<file path="config.mk">
export PLATFORM = sky130hd
export DESIGN_NAME = lrc_cmd_port
export DESIGN_NICKNAME = d
export VERILOG_FILES = /design/src/hdl/lrc_pkg.sv /design/src/hdl/lrc_busy_timer.sv /design/src/hdl/lrc_cmd_port.sv
export SDC_FILE = /design/constraint.sdc
export NUM_CORES = 1
export LEC_CHECK = 0
export BUFFER_PORTS_ARGS = -buffer_cell sky130_fd_sc_hd__buf_2
export CAP_MARGIN = 30
export CORE_MARGIN = 2
export CORE_UTILIZATION = 49
export DETAILED_ROUTE_END_ITERATION = 12
export GPL_ROUTABILITY_DRIVEN = 0
export PLACE_DENSITY = 0.75
export SKIP_LAST_GASP = 1
export SYNTH_ARGS = -nofsm -noshare
export SYNTH_HDL_FRONTEND = slang
export SYNTH_HIERARCHICAL = 1
export SYNTH_SLANG_ARGS = --single-unit
</file>
<file path="constraint.sdc">
create_clock -name core_clk -period 3.1 [get_ports core_clk]
set_clock_uncertainty 0.2 [all_clocks]
set_input_delay 0.31 -clock core_clk [delete_from_list [all_inputs] [get_ports core_clk]]
set_output_delay 0.31 -clock core_clk [all_outputs]
set_load 0.02 [all_outputs]
</file>
<file path="src/hdl/lrc_pkg.sv">
// Shared constants, types and decode function for the LCD command port.
// Assumes a single 20 MHz core clock; no other block shares the package.
package lrc_pkg;

    // ------------------------------------------------------------------
    // Timing
    // ------------------------------------------------------------------
    localparam int CLK_PERIOD_NS = 50;
    localparam int BUSY_NS       = 500;
    localparam int BUSY_CYC      =
        (BUSY_NS + CLK_PERIOD_NS - 1) / CLK_PERIOD_NS;
    localparam int TMR_W         = 4;

    // ------------------------------------------------------------------
    // Instruction codes and masks
    // ------------------------------------------------------------------
    localparam logic [7:0] ONOFF_CODE = 8'h3E;
    localparam logic [7:0] ONOFF_MASK = 8'hFE;
    localparam logic [7:0] LINE_CODE  = 8'hC0;
    localparam logic [7:0] LINE_MASK  = 8'hC0;
    localparam logic [7:0] PAGE_CODE  = 8'hB8;
    localparam logic [7:0] PAGE_MASK  = 8'hF8;
    localparam logic [7:0] COL_CODE   = 8'h40;
    localparam logic [7:0] COL_MASK   = 8'hC0;

    // ------------------------------------------------------------------
    // Status layout and reset values
    // ------------------------------------------------------------------
    localparam int         ST_BUSY_BIT  = 7;
    localparam int         ST_OFF_BIT   = 5;
    localparam int         ST_RESET_BIT = 4;
    localparam logic       DISP_EN_RST  = 1'h0;
    localparam logic [5:0] LINE_RST     = 6'h00;
    localparam logic [2:0] PAGE_RST     = 3'h0;
    localparam logic [5:0] COL_RST      = 6'h00;
    localparam logic [7:0] STATUS_RST   = 8'h20;

    // ------------------------------------------------------------------
    // Types
    // ------------------------------------------------------------------
    typedef enum logic [1:0] {
        PH_IDLE = 2'h1,
        PH_EXEC = 2'h2
    } lrc_phase_e;

    typedef enum logic [2:0] {
        OP_NONE  = 3'h0,
        OP_ONOFF = 3'h1,
        OP_LINE  = 3'h2,
        OP_PAGE  = 3'h3,
        OP_COL   = 3'h4
    } lrc_op_e;

    typedef struct packed {
        logic       display_enable_reg;
        logic [5:0] first_line_reg;
        logic [2:0] page_pointer_reg;
        logic [5:0] column_pointer_reg;
    } lrc_disp_s;

    typedef struct packed {
        logic       sel;
        logic       cmd_data_sel;
        logic       read_nwrite;
        logic [7:0] data;
    } lrc_cap_s;

    typedef struct packed {
        lrc_phase_e phase;
        logic       e_prev;
        lrc_cap_s   cap;
        lrc_disp_s  disp;
        logic [7:0] controller_condition_reg;
        logic [7:0] dout;
        logic       doe;
    } lrc_state_s;

    // Classify an instruction byte
    function automatic lrc_op_e lrc_decode(input logic [7:0] b);
        lrc_op_e op;
        op = OP_NONE;
        if ((b & ONOFF_MASK) == ONOFF_CODE) begin
            op = OP_ONOFF;
        end else if ((b & PAGE_MASK) == PAGE_CODE) begin
            op = OP_PAGE;
        end else if ((b & LINE_MASK) == LINE_CODE) begin
            op = OP_LINE;
        end else if ((b & COL_MASK) == COL_CODE) begin
            op = OP_COL;
        end
        return op;
    endfunction

endpackage

</file>
<file path="src/hdl/lrc_busy_timer.sv">
// Down counter that holds the busy window after an accepted instruction.
// Assumes load is a one-cycle pulse in the core clock domain.
`timescale 1ns/1ns
`default_nettype none
module lrc_busy_timer #(
    parameter int CW = 4
) (
    // Clock and reset
    input  wire logic          core_clk,
    input  wire logic          nrst,
    // Control
    input  wire logic          load,
    input  wire logic [CW-1:0] load_val,
    // Status
    output logic               running
);

    typedef struct packed {
        logic [CW-1:0] count;
        logic          running;
    } lrc_tmr_s;

    lrc_tmr_s tmr_reg;
    lrc_tmr_s tmr_next;

    // ------------------------------------------------------------------
    // Count down; running stays high for load_val cycles
    // ------------------------------------------------------------------
    always_comb begin
        tmr_next = tmr_reg;
        if (load) begin
            tmr_next.count   = load_val;
            tmr_next.running = (load_val != '0);
        end else if (tmr_reg.count != '0) begin
            tmr_next.count   = tmr_reg.count - 1'b1;
            tmr_next.running = (tmr_reg.count != {{(CW-1){1'b0}}, 1'b1});
        end else begin
            tmr_next.running = 1'b0;
        end
    end

    // State register
    always_ff @(posedge core_clk or negedge nrst) begin
        if (!nrst) begin
            tmr_reg <= '0;
        end else begin
            tmr_reg <= tmr_next;
        end
    end

    assign running = tmr_reg.running;

endmodule
`default_nettype wire

</file>
<file path="src/hdl/lrc_cmd_port.sv">
// Instruction decoder and register set of a dot-matrix LCD controller.
// Assumes host bus inputs are synchronous to core_clk and that the
// enable strobe stays high and low for several core clock cycles.
`timescale 1ns/1ns
`default_nettype none
module lrc_cmd_port #(
    parameter int TMR_W       = lrc_pkg::TMR_W,
    parameter int BUSY_CYCLES = lrc_pkg::BUSY_CYC
) (
    // Clock and reset
    input  wire logic              core_clk,
    input  wire logic              nrst,
    // Host bus control
    input  wire logic              chip_select_first_n,
    input  wire logic              chip_select_second_n,
    input  wire logic              chip_select_third,
    input  wire logic              cmd_data_sel,
    input  wire logic              read_nwrite,
    input  wire logic              enable_strobe,
    // Host data bus, split into its three signals
    input  wire logic [7:0]        bus_data_in,
    output logic      [7:0]        bus_data_out,
    output logic                   bus_data_oe,
    // Register values for the display engine
    output lrc_pkg::lrc_disp_s     panel_regs,
    output logic                   busy
);

    // ------------------------------------------------------------------
    // State and decode signals
    // ------------------------------------------------------------------
    lrc_pkg::lrc_state_s state_reg;
    lrc_pkg::lrc_state_s state_next;

    logic            selected;
    logic            e_fall;
    logic            instr_wr;
    logic            accept;
    logic            stat_rd;
    logic            tmr_running;
    lrc_pkg::lrc_op_e op;

    // Chip is addressed only with all three selects active
    assign selected = !chip_select_first_n && !chip_select_second_n
                      && chip_select_third;

    // Falling edge of the enable strobe
    assign e_fall = state_reg.e_prev && !enable_strobe;

    // Instruction write from the values held while enable was high
    assign instr_wr = e_fall && state_reg.cap.sel
                      && !state_reg.cap.cmd_data_sel
                      && !state_reg.cap.read_nwrite;

    // Instructions only land while idle
    assign accept = instr_wr
                    && (state_reg.phase == lrc_pkg::PH_IDLE);

    // Selected status read with enable high
    assign stat_rd = selected && enable_strobe && read_nwrite
                     && !cmd_data_sel;

    assign op = lrc_pkg::lrc_decode(state_reg.cap.data);

    // ------------------------------------------------------------------
    // Busy window timer
    // ------------------------------------------------------------------
    lrc_busy_timer #(
        .CW       (TMR_W)
    ) u_busy_timer (
        .core_clk (core_clk),
        .nrst     (nrst),
        .load     (accept),
        .load_val (TMR_W'(BUSY_CYCLES)),
        .running  (tmr_running)
    );

    // ------------------------------------------------------------------
    // Next-state logic
    // ------------------------------------------------------------------
    always_comb begin
        state_next = state_reg;
        state_next.e_prev = enable_strobe;

        // Track bus values while enable is high
        if (enable_strobe) begin
            state_next.cap.sel          = selected;
            state_next.cap.cmd_data_sel = cmd_data_sel;
            state_next.cap.read_nwrite  = read_nwrite;
            state_next.cap.data         = bus_data_in;
        end

        // Register loads from a taken instruction
        if (accept) begin
            case (op)
                lrc_pkg::OP_ONOFF: begin
                    state_next.disp.display_enable_reg =
                        state_reg.cap.data[0];
                end
                lrc_pkg::OP_LINE: begin
                    state_next.disp.first_line_reg =
                        state_reg.cap.data[5:0];
                end
                lrc_pkg::OP_PAGE: begin
                    state_next.disp.page_pointer_reg =
                        state_reg.cap.data[2:0];
                end
                lrc_pkg::OP_COL: begin
                    state_next.disp.column_pointer_reg =
                        state_reg.cap.data[5:0];
                end
                default: begin
                end
            endcase
        end

        // Idle and execute phases
        case (state_reg.phase)
            lrc_pkg::PH_IDLE: begin
                if (accept) begin
                    state_next.phase = lrc_pkg::PH_EXEC;
                end
            end
            lrc_pkg::PH_EXEC: begin
                if (!tmr_running) begin
                    state_next.phase = lrc_pkg::PH_IDLE;
                end
            end
            default: begin
                state_next.phase = lrc_pkg::PH_IDLE;
            end
        endcase

        // Status byte from the next register values
        state_next.controller_condition_reg = 8'h00;
        state_next.controller_condition_reg[lrc_pkg::ST_BUSY_BIT] =
            (state_next.phase == lrc_pkg::PH_EXEC);
        state_next.controller_condition_reg[lrc_pkg::ST_OFF_BIT] =
            !state_next.disp.display_enable_reg;
        state_next.controller_condition_reg[lrc_pkg::ST_RESET_BIT] = 1'h0;

        // Drive status only in a selected status read
        state_next.doe  = stat_rd;
        state_next.dout = stat_rd ? state_reg.controller_condition_reg
                                  : 8'h00;
    end

    // ------------------------------------------------------------------
    // State register
    // ------------------------------------------------------------------
    always_ff @(posedge core_clk or negedge nrst) begin
        if (!nrst) begin
            state_reg.phase <= lrc_pkg::PH_IDLE;
            state_reg.e_prev <= 1'h0;
            state_reg.cap <= '0;
            state_reg.disp.display_enable_reg <= lrc_pkg::DISP_EN_RST;
            state_reg.disp.first_line_reg <= lrc_pkg::LINE_RST;
            state_reg.disp.page_pointer_reg <= lrc_pkg::PAGE_RST;
            state_reg.disp.column_pointer_reg <= lrc_pkg::COL_RST;
            state_reg.controller_condition_reg <=
                lrc_pkg::STATUS_RST;
            state_reg.dout <= 8'h00;
            state_reg.doe <= 1'h0;
        end else begin
            state_reg <= state_next;
        end
    end

    // Outputs straight from flip-flops
    assign bus_data_out = state_reg.dout;
    assign bus_data_oe  = state_reg.doe;
    assign panel_regs   = state_reg.disp;
    assign busy =
        state_reg.controller_condition_reg[lrc_pkg::ST_BUSY_BIT];

    // ------------------------------------------------------------------
    // Assertions
    // ------------------------------------------------------------------
    property p_reset_values;
        @(posedge core_clk) disable iff (!nrst)
        $rose(nrst) |-> (state_reg.controller_condition_reg == 8'h20)
            && !panel_regs.display_enable_reg
            && (panel_regs.first_line_reg == 6'h00);
    endproperty
    a_reset_values: assert property (p_reset_values)
        else $error("register values after reset wrong");

    property p_onoff_load;
        @(posedge core_clk) disable iff (!nrst)
        accept && (state_reg.cap.data[7:1] == 7'h1F) |=>
            panel_regs.display_enable_reg == $past(state_reg.cap.data[0]);
    endproperty
    a_onoff_load: assert property (p_onoff_load)
        else $error("on/off instruction not applied");

    property p_line_load;
        @(posedge core_clk) disable iff (!nrst)
        accept && (state_reg.cap.data[7:6] == 2'h3) |=>
            panel_regs.first_line_reg == $past(state_reg.cap.data[5:0]);
    endproperty
    a_line_load: assert property (p_line_load)
        else $error("start line instruction not applied");

    property p_page_load;
        @(posedge core_clk) disable iff (!nrst)
        accept && (state_reg.cap.data[7:3] == 5'h17) |=>
            panel_regs.page_pointer_reg == $past(state_reg.cap.data[2:0]);
    endproperty
    a_page_load: assert property (p_page_load)
        else $error("page instruction not applied");

    property p_col_load;
        @(posedge core_clk) disable iff (!nrst)
        accept && (state_reg.cap.data[7:6] == 2'h1) |=>
            panel_regs.column_pointer_reg
                == $past(state_reg.cap.data[5:0]);
    endproperty
    a_col_load: assert property (p_col_load)
        else $error("column instruction not applied");

    property p_status_layout;
        @(posedge core_clk) disable iff (!nrst)
        (state_reg.controller_condition_reg[5]
            == !panel_regs.display_enable_reg)
        && (state_reg.controller_condition_reg[6] == 1'h0)
        && (state_reg.controller_condition_reg[3:0] == 4'h0);
    endproperty
    a_status_layout: assert property (p_status_layout)
        else $error("status byte layout wrong");

    // Busy clears one registered stage after the window runs out
    localparam int BUSY_LAST = BUSY_CYCLES + 2;

    property p_busy_hold;
        @(posedge core_clk) disable iff (!nrst)
        $fell(busy) |-> $past(busy, BUSY_CYCLES + 1)
            && !$past(busy, BUSY_CYCLES + 2);
    endproperty
    a_busy_hold: assert property (p_busy_hold)
        else $error("busy window length wrong");

    property p_busy_end;
        @(posedge core_clk) disable iff (!nrst)
        accept |-> ##[1:BUSY_LAST] !busy;
    endproperty
    a_busy_end: assert property (p_busy_end)
        else $error("busy did not end");

    property p_ignore_busy;
        @(posedge core_clk) disable iff (!nrst)
        instr_wr && (state_reg.phase == lrc_pkg::PH_EXEC) |=>
            $stable(panel_regs);
    endproperty
    a_ignore_busy: assert property (p_ignore_busy)
        else $error("instruction taken while busy");

    property p_falling_edge;
        @(posedge core_clk) disable iff (!nrst)
        accept |-> $past(enable_strobe) && !enable_strobe;
    endproperty
    a_falling_edge: assert property (p_falling_edge)
        else $error("instruction taken off the falling edge");

    property p_drive_only_read;
        @(posedge core_clk) disable iff (!nrst)
        bus_data_oe |-> $past(selected && enable_strobe && read_nwrite
            && !cmd_data_sel)
            && (bus_data_out == $past(state_reg.controller_condition_reg));
    endproperty
    a_drive_only_read: assert property (p_drive_only_read)
        else $error("data bus driven outside a status read");

    // Main scenarios
    c_panel_on: cover property (@(posedge core_clk) disable iff (!nrst)
        accept && (op == lrc_pkg::OP_ONOFF) && state_reg.cap.data[0]);
    c_line_set: cover property (@(posedge core_clk) disable iff (!nrst)
        accept && (op == lrc_pkg::OP_LINE));
    c_read_busy: cover property (@(posedge core_clk) disable iff (!nrst)
        bus_data_oe && bus_data_out[7]);
    c_ignored: cover property (@(posedge core_clk) disable iff (!nrst)
        instr_wr && !accept);

endmodule
`default_nettype wire

</file>
==> impl_metrics.tcl <==
set metrics [dict create \
    wirelength_um 3090 \
    synth.most_common_cell "dfrtp_1" \
    clkTransAtPathRegs_ns 0.07 \
    dp_hpwl_um 2360 \
    ys_types 40 \
    p_per_area_nw_per_um2 645 \
    path_cells "ha_1 -> nor2b_1 -> buf_4 -> nor4b_1 -> buf_4 -> nor3_1 -> a221o_1" \
    synth_top_area_share 0.485 \
    rsz0062_at_grt "false" \
    ff2ff_setup_slack_ns 0.89 \
    tns_ns 0 \
    wl_per_cell_um 13.3 \
    post-route-min-period_ns 2.21 \
    cts_buffers 5 \
    crit_path_frequent_cell "buf_4" \
    worst_pin_slew_ns 0.855 \
    total_leakage_power_nw 1.14 \
    critical_path.startpoint_type "flop" \
    yosysSeqAreaShare 0.512 \
    cts_tree "built" \
    end_kind "flop" \
    rr_startpoint "state_reg[45]" \
    place_ws_ns 0.885 \
    final.period_utilization 0.713 \
    synthArstFlopShare 1.00 \
    diodes 0 \
    io_pins 42 \
    rows 22 \
    cp.required_ns 3.07 \
    layout-drive-gt1-share 0.422 \
    cts_sinks 40 \
    insertion_delay_ns 0.29 \
    cts_resized 0 \
    largest_reg_flops 16 \
    final_cells 233 \
    grt_pass1_wl_um 5170 \
    syn2layout_area_growth_pct 10.6 \
    ys.flop_type "dfrtp_1" \
    vias 1142 \
    viasPerCell 4.90 \
    critPathMaxStageDelay_ns 0.55 \
    irDropWorstVdd_mv 0.344 \
    cp_slowest_cell "dfstp_2" \
    hold_end "bus_data_oe" \
    synth_edf_count 0 \
    netlist_area_um2 1960 \
    fin_ws_ns 0.890 \
    grt_use_total 0.156 \
    fin_nets 205 \
    nFillCells 324 \
    antenna_left 0 \
    cts_root_buf "clkbuf_8" \
    min_path_cells 2 \
    setup_violations 0 \
    ys_warn_count 6 \
    gr-total-overflow 0 \
    grt_pass1_vias 1165 \
    ys_seq_elements 40 \
    syn-instance-count 156 \
    outcome "finished clean" \
    slew_viol_final 0 \
    clockBufferDepth 2 \
    drv_cap 0 \
    syn_avg_cell_area_um2 12.6 \
    cts_max_level 2 \
    fin_total_pwr_mw 1.40 \
    min_from "chip_select_first_n" \
    multi_input_area_um2 769 \
    dp_cells 224 \
    r2r_cells 7 \
    die_area_um2 4520 \
    hold_path.class "in -> reg" \
    initial_utilization 0.523 \
    relSlewSlack 0.430 \
    drcViolationCount 0 \
    hold_ws_ns 0.0120 \
    fmax_ghz 0.452 \
    grt_max_degree 41 \
    die_x_um 67.2 \
    portBuffers 35 \
    drtIter0Drc 57 \
    hold_violations 0 \
    die_y_um 67.2 \
    worstPathArrival_ns 2.18 \
    synth_top_area_cell "dfrtp_1" \
    synth_area_leaders "dfrtp_1 49%, mux2_2 15%, buf_4 9.2%, ha_1 3.2%, dfstp_2 2.7%" \
    drt-pass1-iter-count 4 \
    cp_max_fo 9 \
    antenna_found_initial 0 \
    core_um2 3740 \
    worstSetupPathType "reg -> reg" \
    seqCellArea_um2 1000 \
    synth_commonest_cells "38 x dfrtp_1, 26 x mux2_2, 24 x buf_4" \
    worstReg2RegEnd "u_busy_timer/tmr_reg[4]" \
]
## cell type report
class	instances	area share
flip-flops and latches	40	0.463
multi-input cells	93	0.355
repair buffers	38	0.0924
clock buffers	5	0.0318
well taps	48	0.0277
clock inverters	3	0.0196
inverters	6	0.0104
## worst max-delay path by stage
stage,from,to,slack [ns]
2_1_floorplan,state_reg[45],u_busy_timer/tmr_reg[4],0.97
3_3_place_gp,state_reg[45],u_busy_timer/tmr_reg[4],0.95
3_5_place_dp,state_reg[45],u_busy_timer/tmr_reg[4],0.89
4_1_cts,state_reg[45],u_busy_timer/tmr_reg[4],0.87
5_1_grt,state_reg[45],u_busy_timer/tmr_reg[4],0.73
6_report,state_reg[45],u_busy_timer/tmr_reg[4],0.89
## through the flow
| step | area, µm² | utilization |
|---|---|---|
| floorplan | 2000 | - |
| global placement | 2050 | 0.546 |
| detailed placement | 2050 | 0.546 |
| CTS | 2170 | 0.579 |
| global route | 2170 | 0.579 |
| finish | 2170 | 0.579 |
## per-layer routing
metal,global-route usage,wire length (µm),vias to the layer above
li1,-,-,557
met1,0.175,1240,555
met2,0.278,1630,25
met3,0.0517,173,5
met4,0.0485,45,0
met5,0,0,-
## kinds of logic (layout without fill, tap and decap cells)
family,count (synthesis),in the layout,synth area share
flip-flops,40,40,0.512
other,2,13,0.00383
AND/OR/NAND/NOR,33,33,0.129
XOR/XNOR,1,1,0.00447
AO/OA/AOI/OAI,13,13,0.0428
adder cells (fa/ha/maj),5,5,0.0319
multiplexers,28,28,0.160
buffers and inverters,34,52,0.116
## critical path: cells and delay by family, from the launching register on
kind	cells	cell delay (ns)
AND/OR/NAND/NOR	3	0.45
flip-flops	1	0.55
adder cells (fa/ha/maj)	1	0.21
buffers and inverters	2	0.39
AO/OA/AOI/OAI	1	0.31
## power by group
part / leakage (nW) / switching, mW / internal, mW
clock network: 0.0541 / 0.177 / 0.238
registers: 0.513 / 0.0596 / 0.594
logic: 0.569 / 0.167 / 0.162
total: 1.14 / 0.403 / 0.994
## timing repair
| item | CTS | global route |
|---|---|---|
| setup buffers | 0 | 0 |
| endpoints found under the hold margin | 38 | 0 |
| hold buffers | 1 | 0 |
## layout by cell type, fill, tap and decap left out, types with 2 or more instances in the layout
cell,n
ha_1,5
nand2_1,4
mux2_2,26
clkbuf_8,5
nand2b_1,3
mux2i_1,2
o21ai_0,3
nor2_1,3
and2_1,2
conb_1,13
buf_2,35
dfrtp_1,38
nor4_1,3
inv_1,6
dfstp_2,2
a21oi_1,4
buf_4,2
nor3_1,3
nor2b_1,2
Note: power is estimated with default switching activity, not from simulation.
